$ cat src/logic/ppl_defines.svh
// Constants for the per-lane PHY interface block.
`ifndef PPL_DEFINES_SVH
`define PPL_DEFINES_SVH
`define PPL_NUM_LANES 8
`define PPL_SYM_W 16
`define PPL_FIFO_DEPTH 8
`define PPL_ST_OK 3'h0
`define PPL_ST_SKP_ADD 3'h1
`define PPL_ST_SKP_REM 3'h2
`define PPL_ST_RX_DET 3'h3
`define PPL_ST_DEC_ERR 3'h4
`define PPL_ST_EB_OVF 3'h5
`define PPL_ST_EB_UNF 3'h6
`define PPL_ST_DISP_ERR 3'h7
`define PPL_PWR_P0 2'h0
`define PPL_PWR_P0S 2'h1
`define PPL_PWR_P1 2'h2
`define PPL_PWR_RSVD 2'h3
`endif

$ cat src/logic/ppl_pkg.sv
// Types shared by the per-lane PHY interface block.
`default_nettype none
package ppl_pkg;
   typedef struct packed {
      logic [1:0] ctrl_flag;
      logic [15:0] symbols;
   } ppl_word_t;
   typedef struct packed {
      logic neg_disparity;
      logic idle_force;
      logic invert;
      logic [1:0] power_state;
   } ppl_lane_ctl_t;
   typedef struct packed {
      logic decode_err;
      logic disp_err;
      logic eb_overflow;
      logic eb_underflow;
      logic skip_added;
      logic skip_removed;
   } ppl_rx_evt_t;
endpackage
`default_nettype wire

$ cat src/logic/ppl_lanes.sv
// Per-lane PHY interface logic for eight transceiver lanes.
`timescale 1ns/1ps
`default_nettype none
`include "ppl_defines.svh"
// Operation
// - Lanes zero to seven each have their own identical signal set.
// - Async receive idle passes a two-stage synchroniser before use.
// - A high invert output tells the transceiver to invert the rx pair.
// - Tx control flag bit 0 marks the low byte, bit 1 the high byte.
// - Negative disparity is forced only while compliance is sent.
// - A high idle force holds the transmitter idle in every power state.
// - Power state is driven as 00, 01 or 10 and never as reserved 11.
// - Transmit symbols leave as one 16-bit word per lane per clock.
// - The probe output starts detection in P1 or loopback in P0.
module ppl_lanes #(
   parameter int LANES = `PPL_NUM_LANES,
   parameter int DEPTH = `PPL_FIFO_DEPTH
) (
   input wire logic clk, // Interface clock, 10 MHz.
   input wire logic reset_n, // Asynchronous reset, active low.
   input wire logic [LANES-1:0] lane_rx_aligned, // Lane bonded.
   input wire logic [LANES-1:0][1:0] lane_rx_ctrl_flag, // Rx control.
   input wire logic [LANES-1:0][15:0] lane_rx_symbols, // Rx word.
   input wire logic [LANES-1:0] lane_rx_idle_detect, // Async rx idle.
   input wire logic [LANES-1:0] lane_phy_done_pulse, // Done pulse.
   input wire logic [LANES-1:0][2:0] lane_rx_status_code, // Rx status.
   input wire logic [LANES-1:0] lane_rx_locked, // Rx valid.
   output logic [LANES-1:0] lane_rx_invert, // Invert rx pair.
   output logic [LANES-1:0][1:0] lane_tx_ctrl_flag, // Tx control.
   output logic [LANES-1:0][15:0] lane_tx_symbols, // Tx word.
   output logic [LANES-1:0] lane_tx_neg_disparity, // Compliance.
   output logic [LANES-1:0] lane_tx_idle_force, // Tx idle.
   output logic [LANES-1:0][1:0] lane_power_state, // Power state.
   output logic far_receiver_probe, // Start detect or loopback.
   input wire ppl_pkg::ppl_word_t [LANES-1:0] user_tx_word, // Tx in.
   input wire ppl_pkg::ppl_lane_ctl_t [LANES-1:0] user_lane_ctl, // Ctl.
   input wire logic user_compliance, // Sending compliance pattern.
   input wire logic user_probe_req, // Probe or loopback request.
   output ppl_pkg::ppl_word_t [LANES-1:0] user_rx_word, // Rx out.
   output logic [LANES-1:0] user_rx_valid, // Rx out holds a word.
   input wire logic [LANES-1:0] user_rx_ready, // User takes rx word.
   output logic [LANES-1:0] user_rx_drop, // Word lost, FIFO full.
   output logic [LANES-1:0] user_rx_idle, // Synchronised rx idle.
   output logic [LANES-1:0] user_rx_aligned, // Registered aligned.
   output logic [LANES-1:0] user_far_found, // Far receiver seen.
   output logic [LANES-1:0] user_phy_done, // Done pulse copy.
   output ppl_pkg::ppl_rx_evt_t [LANES-1:0] user_rx_evt // Status pulses.
);
   import ppl_pkg::*;

   // Refuses lane counts that the port widths cannot serve.
   if (LANES < 1 || LANES > `PPL_NUM_LANES) begin : g_bad_lanes
      $error("ppl_lanes supports one to eight lanes");
   end

   // ----------------------------------------------------------------
   // State
   // ----------------------------------------------------------------
   typedef struct packed {
      logic [LANES-1:0] idle_s1;
      logic [LANES-1:0] idle_s2;
      logic [LANES-1:0] invert;
      ppl_word_t [LANES-1:0] tx_word;
      logic [LANES-1:0] neg_disp;
      logic [LANES-1:0] idle_force;
      logic [LANES-1:0][1:0] power;
      logic probe;
      logic [LANES-1:0] probe_pend;
      logic [LANES-1:0] far_found;
      logic [LANES-1:0] done;
      logic [LANES-1:0] aligned;
      logic [LANES-1:0] drop;
      ppl_rx_evt_t [LANES-1:0] evt;
   } ppl_st_t;
   ppl_st_t s_reg, s_next;

   logic [LANES-1:0] fifo_in_ready;
   logic [LANES-1:0] fifo_out_valid;
   ppl_word_t [LANES-1:0] fifo_out_data;
   logic [LANES-1:0] rx_push;

   // Maps a requested power state onto a legal code.
   function automatic logic [1:0] ppl_legal_power(input logic [1:0] req);
      ppl_legal_power = (req == `PPL_PWR_RSVD) ? `PPL_PWR_P1 : req;
   endfunction

   // ----------------------------------------------------------------
   // Receive path FIFOs
   // ----------------------------------------------------------------
   genvar g;
   generate
      for (g = 0; g < LANES; g++) begin : g_lane
         assign rx_push[g] = lane_rx_locked[g];
         ppl_fifo #(.WIDTH($bits(ppl_word_t)), .DEPTH(DEPTH)) u_fifo (
            .clk(clk),
            .reset_n(reset_n),
            .in_data({lane_rx_ctrl_flag[g], lane_rx_symbols[g]}),
            .in_valid(rx_push[g]),
            .in_ready(fifo_in_ready[g]),
            .out_data(fifo_out_data[g]),
            .out_valid(fifo_out_valid[g]),
            .out_ready(user_rx_ready[g])
         );
      end
   endgenerate

   // ----------------------------------------------------------------
   // Next state
   // ----------------------------------------------------------------
   always_comb begin
      s_next = s_reg;
      s_next.idle_s1 = lane_rx_idle_detect;
      s_next.idle_s2 = s_reg.idle_s1;
      s_next.probe = user_probe_req;
      s_next.aligned = lane_rx_aligned;
      s_next.done = lane_phy_done_pulse;
      for (int i = 0; i < LANES; i++) begin
         s_next.invert[i] = user_lane_ctl[i].invert;
         s_next.tx_word[i] = user_tx_word[i];
         s_next.neg_disp[i] = user_compliance &&
            user_lane_ctl[i].neg_disparity;
         s_next.idle_force[i] = user_lane_ctl[i].idle_force;
         s_next.power[i] =
            ppl_legal_power(user_lane_ctl[i].power_state);
         s_next.drop[i] = rx_push[i] && !fifo_in_ready[i];
         // A probe arms the lane; the next done pulse closes it.
         if (lane_phy_done_pulse[i] && s_reg.probe_pend[i]) begin
            s_next.probe_pend[i] = 1'b0;
            s_next.far_found[i] = (lane_rx_status_code[i] ==
               `PPL_ST_RX_DET);
         end
         // A new probe wins over a done pulse that closes the old one.
         if (user_probe_req && !s_reg.probe)
            s_next.probe_pend[i] = 1'b1;
         s_next.evt[i] = '0;
         if (lane_rx_locked[i]) begin
            unique case (lane_rx_status_code[i])
               `PPL_ST_SKP_ADD: s_next.evt[i].skip_added = 1'b1;
               `PPL_ST_SKP_REM: s_next.evt[i].skip_removed = 1'b1;
               `PPL_ST_DEC_ERR: s_next.evt[i].decode_err = 1'b1;
               `PPL_ST_EB_OVF: s_next.evt[i].eb_overflow = 1'b1;
               `PPL_ST_EB_UNF: s_next.evt[i].eb_underflow = 1'b1;
               `PPL_ST_DISP_ERR: s_next.evt[i].disp_err = 1'b1;
               default: ;
            endcase
         end
      end
   end

   always_ff @(posedge clk or negedge reset_n) begin
      if (!reset_n) begin
         s_reg <= '0;
      end else begin
         s_reg <= s_next;
      end
   end

   // ----------------------------------------------------------------
   // Outputs
   // ----------------------------------------------------------------
   always_comb begin
      for (int i = 0; i < LANES; i++) begin
         lane_tx_ctrl_flag[i] = s_reg.tx_word[i].ctrl_flag;
         lane_tx_symbols[i] = s_reg.tx_word[i].symbols;
         user_rx_evt[i] = s_reg.evt[i];
      end
   end
   assign lane_rx_invert = s_reg.invert;
   assign lane_tx_neg_disparity = s_reg.neg_disp;
   assign lane_tx_idle_force = s_reg.idle_force;
   assign lane_power_state = s_reg.power;
   assign far_receiver_probe = s_reg.probe;
   assign user_rx_word = fifo_out_data;
   assign user_rx_valid = fifo_out_valid;
   assign user_rx_drop = s_reg.drop;
   assign user_rx_idle = s_reg.idle_s2;
   assign user_rx_aligned = s_reg.aligned;
   assign user_far_found = s_reg.far_found;
   assign user_phy_done = s_reg.done;

   // ----------------------------------------------------------------
   // Checks
   // ----------------------------------------------------------------
   generate
      for (g = 0; g < LANES; g++) begin : g_chk
         chk_power_legal: assert property (
            @(posedge clk) disable iff (!reset_n)
            lane_power_state[g] != `PPL_PWR_RSVD)
            else $error("reserved power state driven");
         chk_power_follow: assert property (
            @(posedge clk) disable iff (!reset_n)
            user_lane_ctl[g].power_state != `PPL_PWR_RSVD |=>
            lane_power_state[g] == $past(user_lane_ctl[g].power_state))
            else $error("power state did not follow request");
         chk_compl_only: assert property (
            @(posedge clk) disable iff (!reset_n)
            lane_tx_neg_disparity[g] |-> $past(user_compliance))
            else $error("disparity forced outside compliance");
         chk_idle_sync: assert property (
            @(posedge clk) disable iff (!reset_n)
            ##2 user_rx_idle[g] == $past(lane_rx_idle_detect[g], 2))
            else $error("idle not delayed two cycles");
         chk_tx_word: assert property (
            @(posedge clk) disable iff (!reset_n)
            ##1 lane_tx_symbols[g] == $past(user_tx_word[g].symbols))
            else $error("tx word not passed on");
         chk_tx_flag: assert property (
            @(posedge clk) disable iff (!reset_n)
            ##1 lane_tx_ctrl_flag[g] == $past(user_tx_word[g].ctrl_flag))
            else $error("tx flags not passed on");
         chk_invert: assert property (
            @(posedge clk) disable iff (!reset_n)
            $rose(user_lane_ctl[g].invert) |=> lane_rx_invert[g])
            else $error("invert not driven");
         chk_idle_force: assert property (
            @(posedge clk) disable iff (!reset_n)
            user_lane_ctl[g].idle_force |=> lane_tx_idle_force[g])
            else $error("idle force not driven");
         chk_far_found: assert property (
            @(posedge clk) disable iff (!reset_n)
            s_reg.probe_pend[g] && lane_phy_done_pulse[g] &&
            lane_rx_status_code[g] == `PPL_ST_RX_DET |=> user_far_found[g])
            else $error("far receiver not recorded");
         chk_unlocked: assert property (
            @(posedge clk) disable iff (!reset_n)
            !lane_rx_locked[g] |=> user_rx_evt[g] == '0)
            else $error("status used while unlocked");
      end
   endgenerate
endmodule // ppl_lanes
`default_nettype wire

$ cat src/logic/ppl_fifo.sv
// Small flip-flop FIFO used in the receive symbol path.
`timescale 1ns/1ps
`default_nettype none
module ppl_fifo #(
   parameter int WIDTH = 18,
   parameter int DEPTH = 8
) (
   input wire logic clk, // Clock.
   input wire logic reset_n, // Asynchronous reset, active low.
   input wire logic [WIDTH-1:0] in_data, // Word to store.
   input wire logic in_valid, // Word offered.
   output logic in_ready, // Room for a word.
   output logic [WIDTH-1:0] out_data, // Oldest word.
   output logic out_valid, // A word is held.
   input wire logic out_ready // Drain side takes the word.
);
   localparam int AW = (DEPTH > 1) ? $clog2(DEPTH) : 1;
   // Refuses depths that the wrapping pointers cannot serve.
   if (DEPTH < 2 || (DEPTH & (DEPTH - 1)) != 0) begin : g_bad_depth
      $error("ppl_fifo depth must be a power of two of at least two");
   end
   typedef struct packed {
      logic [DEPTH-1:0][WIDTH-1:0] mem;
      logic [AW-1:0] wp;
      logic [AW-1:0] rp;
      logic [AW:0] cnt;
   } ppl_fifo_st_t;
   ppl_fifo_st_t s_reg, s_next;
   logic push, pop;
   assign in_ready = (s_reg.cnt != (AW+1)'(DEPTH));
   assign out_valid = (s_reg.cnt != '0);
   assign out_data = s_reg.mem[s_reg.rp];
   assign push = in_valid && in_ready;
   assign pop = out_valid && out_ready;
   always_comb begin
      s_next = s_reg;
      if (push) begin
         s_next.mem[s_reg.wp] = in_data;
         s_next.wp = s_reg.wp + 1'b1;
      end
      if (pop)
         s_next.rp = s_reg.rp + 1'b1;
      s_next.cnt = s_reg.cnt + (AW+1)'(push) - (AW+1)'(pop);
   end
   always_ff @(posedge clk or negedge reset_n) begin
      if (!reset_n)
         s_reg <= '0;
      else
         s_reg <= s_next;
   end
endmodule // ppl_fifo
`default_nettype wire

$ cat config.mk
export PLATFORM = sky130hd
export DESIGN_NAME = ppl_lanes
export DESIGN_NICKNAME = d
export VERILOG_FILES = /design/src/logic/ppl_pkg.sv /design/src/logic/ppl_lanes.sv /design/src/logic/ppl_fifo.sv
export VERILOG_INCLUDE_DIRS = /design/src /design/src/logic
export SDC_FILE = /design/constraint.sdc
export NUM_CORES = 2
export LEC_CHECK = 0
export ABC_AREA = 1
export BUFFER_PORTS_ARGS = -buffer_cell sky130_fd_sc_hd__buf_4
export CORE_UTILIZATION = 38
export CTS_BUF_LIST = sky130_fd_sc_hd__clkbuf_4 sky130_fd_sc_hd__clkbuf_8
export DETAILED_ROUTE_END_ITERATION = 6
export PLACE_DENSITY_LB_ADDON = 0.25
export SYNTH_ARGS = -nofsm -noshare
export SYNTH_HDL_FRONTEND = slang
export SYNTH_SLANG_ARGS = --single-unit
$ cat constraint.sdc
create_clock -name clk -period 3.2 [get_ports clk]
set_input_delay 0.48 -clock clk [delete_from_list [all_inputs] [get_ports clk]]
set_output_delay 0.48 -clock clk [all_outputs]
set_load 0.005 [all_outputs]
Word level (Yosys, flattened, before mapping)
Index checks and enable logic that the tools add are counted.
{ "op_classes": {"n_addsub": 32, "n_lt_le_gt_ge": 24, "n_eq_ne": 72, "mux": 120, "n_reduce_logical": 74} }
{ "op_table": {"columns": ["operator", "count"], "rows": [
  ["$bwmux 144", 8],
  ["$bmux 18 s3", 8],
  ["$demux 18 s3", 8],
  ["$mux 18", 16],
  ["$eq 3x3->1 const B", 32],
  ["$lt 3x4->1 const B", 16],
  ["$mux 1", 64],
  ["$logic_and 1x1->1", 49],
  ["$add 3x1->3 const B", 16],
  ["$eq 3x2->1 const B", 16],
  ["$mux 6", 8],
  ["$add 4x1->4", 8],
  ["$ne 4x4->1 const B", 8],
  ["$reduce_bool 4->1", 8],
  ["$sub 4x1->4", 8],
  ["$eq 3x1->1 const B", 8],
  ["$ge 3x1->1 const B", 8],
  ["$eq 2x2->1 const B", 8],
  ["$mux 2", 8],
  ["$reduce_bool 2->1", 8],
  ["$logic_not 1->1", 9]
]} }
{ "word_totals": {"register_bits": 1521, "in_bits": 396, "out_inout_bits": 425, "elab_cells": 507} }

Longest topological paths before layout
{ "logic_depth": {"ltp_word": 5, "mapped_depth": 11} }

By module
From an unflattened synthesis, not the netlist that was laid out.
{ "unflattened": {"cells_unflattened": 10342, "hier_area_um2": 79372.4} }
{ "modules_own_cells": {"columns": ["mod", "instances", "cells_per_inst", "area_each_um2"], "rows": [
  ["ppl_fifo (g_lane[0].u_fifo ...)", 4, 1195, 8652.0],
  ["ppl_fifo (g_lane[4].u_fifo ...)", 3, 1195, 8654.6],
  ["ppl_lanes", 1, 780, 10137.2],
  ["ppl_fifo (g_lane[7].u_fifo)", 1, 1197, 8663.3]
]} }

Worst setup path before layout
No wires, ideal clock.
{ "synth_path": {"path_kind": "register to register", "from": "register g_lane[0].u_fifo.s_reg[2] (netlist bit)", "to": "register g_lane[0].u_fifo.s_reg[2] (netlist bit)", "setup_time_ps": 124, "arrival_time_ps": 1955, "slack_ps": 1120, "path_stages_with_launch": 11, "path_buffers": 2, "cell_sequence": "dfrtp_1 -> inv_1 -> ha_1 -> nand3_1 -> buf_4 -> buf_4 -> nand2_1 -> inv_1 -> ha_1 -> fa_1 -> xor2_1"} }
{ "synth_lines": {"columns": ["item", "line_no", "source"], "rows": [
  ["start, declared", "ppl_fifo.sv:28", "ppl_fifo_st_t s_reg, s_next;"],
  ["start signal, assigned", "ppl_fifo.sv:49", "s_reg <= s_next;"]
]} }

==> results.md <==
| Metric | This run |
|---|---|
| Cells after synthesis | 10.3k |
| Type of the tightest min-delay check | primary input to async pin |
| Most common cell after layout, fill and taps aside | sky130_fd_sc_hd__nand2_1 |
| Total CTS buffers | 297 |
| Ratio of routed vias to standard cells | 5.02 |
| Worst-case reg-to-reg path depth | 8 |
| Die outline height | 460 um |
| Final HPWL from detailed placement | 152000 um |
| Largest register FFs | 1232 |
| Later-pin clock latency in the skew report | 1.05 ns |
| Run status | completed |
| Slew at the pin closest to its max-slew limit | 1.17 ns |
| Mapped Avg Cell Area | 7.71 um^2 |
| Net count, final | 11.6k |
| Sequential share of the synthesized area | 47.8% |
| Number of fill cells in the layout | 20.2k |
| Reg-to-reg endpoint | g_lane[2].u_fifo.s_reg[150]$_DFFE_PN0P_ |
| Clock slew at reported path FFs | 0.06 ns |
| Global-route wire length before repair | 403000 um |
| Initial antenna violation count | 15 |
| Final setup vio count | 0 |
| Maximum number of buffers from clock root to sink | 4 |
| Routed wire length | 257000 um |
| Area of the multi-input gates | 30700 um^2 |
| Final ANT Viol Nets | 0 |
| Detailed Route Iter0 Violations | 5990 |
| Die X | 460 um |
| Combinational share of power | 44.8% |
| Number of hold violations in the final report | 0 |
| Reg power frac | 33.6% |
| Cell-internal power | 0.0526 W |
| NetSw | 0.0397 W |
| Synth Register Bits | 1521 |
| Area occupied by registers | 38100 um^2 |
| Multiplexer area fraction after synthesis | 0% |
| Largest fanout of any net on the critical path | 36 |
| Number of sinks driven by the clock tree | 1521 |
| Maximum number of pins on one net before global-route repair | 154 |
| Setup repair after global routing missed its margin | yes |
| Data required, critical path | 2.72 ns |
| 1st-pass router iterations | 6 |
| Number of max-slew violations in the final report | 0 |
| Adder-cell share of the synthesized area | 1.21% |
| XOR/XNOR Fraction of Synth Area | 0.528% |
| Max Cap Viol | 0 |
| Mapped Nets | 10.8k |
| Synthesized cell area | 79600 um^2 |
| Starting density of the core | 38.3% |
| Kind of critical path | flip-flop to output pin |
| Layout cells sized above 1 | 15.2% |
| Crit. End Element | output pin |
| Commonest non-fill, non-tap cells in the layout | sky130_fd_sc_hd__nand2_1 (4278), sky130_fd_sc_hd__dfrtp_1 (1513), sky130_fd_sc_hd__inv_1 (1264) |
| TritonCTS clock tree | yes |
| Via count of the first global-routing pass | 69.7k |
| Maximum clock frequency | 327 MHz |
| I/O Buffers | 820 |
| Crit path DAT | 2.57 ns |
| Peak ir drop on the vdd network | 0.561 mV |
| Leakage | 53.0 nW |
| Vias post-DR | 71.1k |
| Boundary pin count | 821 |
| Synthesized-area fraction occupied by and/or/nand/nor cells | 36.3% |
| Count of unique library cells instantiated by Yosys | 31 |
| YS warnings | 0 |
| Routed length per placed instance | 18.2 um |
| Part of the cycle the worst path needs | 95.5% |
| Worst reg2reg setup slack | 0.59 ns |
| Row cnt | 167 |
| Fraction of power spent switching nets | 43.0% |
| Worst Setup Slack post-DPL | 0.771 ns |
| Power per Cell Area | 950 nW/um^2 |
| Dominant combinational cell family by area after synthesis | simple AND/OR/NAND/NOR gates |
| Final Critical Period | 3.05 ns |
| Clock group share of total power | 21.6% |
| Post-synthesis to final-layout area growth | 22.2% |
| DRC violations left | 0 |
| Layout Skew | 0.0904 ns |
| GPL Wtd Cong | 0.851 |
| Core region area | 208000 um^2 |
| Worst Setup Slack, final | 0.145 ns |
| Slew headroom | 22.2% |
| Tot Pwr | 0.0924 W |
| Element type at the critical path start | flip-flop |
| CTS root buffer | sky130_fd_sc_hd__clkbuf_8 |
| Die outline area | 211000 um^2 |
| Startpoint of the worst register-to-register path | g_lane[2].u_fifo.s_reg[2]$_DFF_PN0_ |
| Total congestion overflow after global routing | 0 |
| Synthesized-area fraction occupied by ao, oa, aoi and oai cells | 0.377% |
| H-tree depth | 5 |
| Global-route usage over all layers | 23.9% |
layer usage:
metal	share of wire, %	track usage (%)
met5	0.0062	0
met4	3.7	9.73
met3	6.6	4.20
met2	47	39.1
met1	42	31.2
worst max-delay path: stages (launching register included):
cell	delay, ns
sky130_fd_sc_hd__dfrtp_2	0.43
sky130_fd_sc_hd__inv_2	0.15
sky130_fd_sc_hd__bufbuf_16	0.39
sky130_fd_sc_hd__nand2_1	0.07
sky130_fd_sc_hd__nand3_1	0.09
sky130_fd_sc_hd__nand2_1	0.11
sky130_fd_sc_hd__nand2_1	0.08
sky130_fd_sc_hd__nand2_1	0.06
sky130_fd_sc_hd__buf_4	0.16
final cells by class:
cell class | instances | share of cell area [%]
clock buffers | 454 | 5.82
flip-flops and latches | 1521 | 39.1
inverters | 1323 | 5.20
clock inverters | 33 | 0.268
well taps | 2788 | 3.59
repair buffers | 1580 | 14.4
multi-input cells | 6441 | 31.6
diodes | 9 | 0.0232
power by group through the flow:
| stage | clock, W | sequential, W | combinational, W |
|---|---|---|---|
| floorplan | 0 | 0.0299 | 0.0277 |
| global placement | 0 | 0.0309 | 0.0395 |
| detailed placement | 0 | 0.0312 | 0.0402 |
| CTS | 0.0205 | 0.0310 | 0.0413 |
| global route | 0.0214 | 0.0320 | 0.0465 |
| finish | 0.0200 | 0.0310 | 0.0413 |
kinds of logic after synthesis:
group	after synthesis
and+or+nand+nor	6265
buffers and inverters	2364
DFF	1521
adders and majority gates	72
AOI/OAI and AO/OA	56
xor gates and xnor gates	48
worst max path at each step:
stage | startpoint | cells after the start | to
4_1_cts | g_lane[3].u_fifo.s_reg[5]$_DFFE_PN0P_ | 6 | user_rx_word[61]
3_5_place_dp | g_lane[3].u_fifo.s_reg[2]$_DFF_PN0_ | 8 | g_lane[3].u_fifo.s_reg[128]$_DFFE_PN0P_
2_1_floorplan | g_lane[0].u_fifo.s_reg[2]$_DFF_PN0_ | 10 | g_lane[0].u_fifo.s_reg[2]$_DFF_PN0_
6_report | g_lane[2].u_fifo.s_reg[4]$_DFFE_PN0P_ | 8 | user_rx_word[40]
5_1_grt | g_lane[4].u_fifo.s_reg[4]$_DFFE_PN0P_ | 7 | user_rx_word[75]
3_3_place_gp | g_lane[3].u_fifo.s_reg[2]$_DFF_PN0_ | 8 | g_lane[3].u_fifo.s_reg[129]$_DFFE_PN0P_
timing repair:
action / CTS / global route
setup endpoints to repair: 144 / 37
hold endpoints to repair: 1926 / 0
hold buffers: 588 / 0
gates resized for setup: 40 / 10
cloned: 3 / 1
buffers inserted: 1 / 0
synthesized netlist by cell type:
cell type | count | area (um^2)
sky130_fd_sc_hd__o21ai_0 | 32 | 160
sky130_fd_sc_hd__xnor2_1 | 21 | 184
sky130_fd_sc_hd__buf_6 | 43 | 484
sky130_fd_sc_hd__clkbuf_1 | 289 | 1080
sky130_fd_sc_hd__buf_2 | 249 | 1250
sky130_fd_sc_hd__fa_1 | 8 | 160
sky130_fd_sc_hd__nand3_4 | 54 | 946
sky130_fd_sc_hd__buf_1 | 80 | 300
sky130_fd_sc_hd__nor2_4 | 30 | 338
sky130_fd_sc_hd__nand2_4 | 12 | 135
sky130_fd_sc_hd__a21oi_1 | 8 | 40.0
sky130_fd_sc_hd__nor2_1 | 40 | 150
sky130_fd_sc_hd__dfrtp_1 | 1521 | 38100
sky130_fd_sc_hd__nor2_8 | 34 | 681
sky130_fd_sc_hd__nand3_1 | 600 | 3000
sky130_fd_sc_hd__inv_2 | 43 | 161
sky130_fd_sc_hd__clkinv_1 | 8 | 30.0
sky130_fd_sc_hd__buf_4 | 380 | 2850
sky130_fd_sc_hd__inv_6 | 3 | 26.3
sky130_fd_sc_hd__o31ai_1 | 8 | 60.1
sky130_fd_sc_hd__nand2_2 | 22 | 138
sky130_fd_sc_hd__inv_4 | 5 | 31.3
sky130_fd_sc_hd__inv_1 | 1264 | 4740
sky130_fd_sc_hd__nand3_2 | 10 | 100
sky130_fd_sc_hd__or2_2 | 8 | 50.1
sky130_fd_sc_hd__nor3_1 | 24 | 120
sky130_fd_sc_hd__xor2_1 | 27 | 236
sky130_fd_sc_hd__o21ai_1 | 8 | 40.0
sky130_fd_sc_hd__nand4_1 | 1152 | 7210
sky130_fd_sc_hd__nand2_1 | 4279 | 16100
sky130_fd_sc_hd__ha_1 | 64 | 801
stage by stage:
step / instance area (um^2) / hold slack [ns] / setup TNS, ns / instances / util [%]
detailed placement: 85200 / 0.337 / 0 / 13100 / 41.0
floorplan: 79600 / 0.184 / 0 / 10300 / -
global route: 97300 / 0.0591 / -0.00324 / 14100 / 46.8
finish: 97300 / 0.131 / 0 / 14100 / 46.8
global placement: 85200 / 0.332 / 0 / 13100 / 41.0
CTS: 97200 / 0.000226 / 0 / 14100 / 46.8
(Power assumes the default switching activity.)
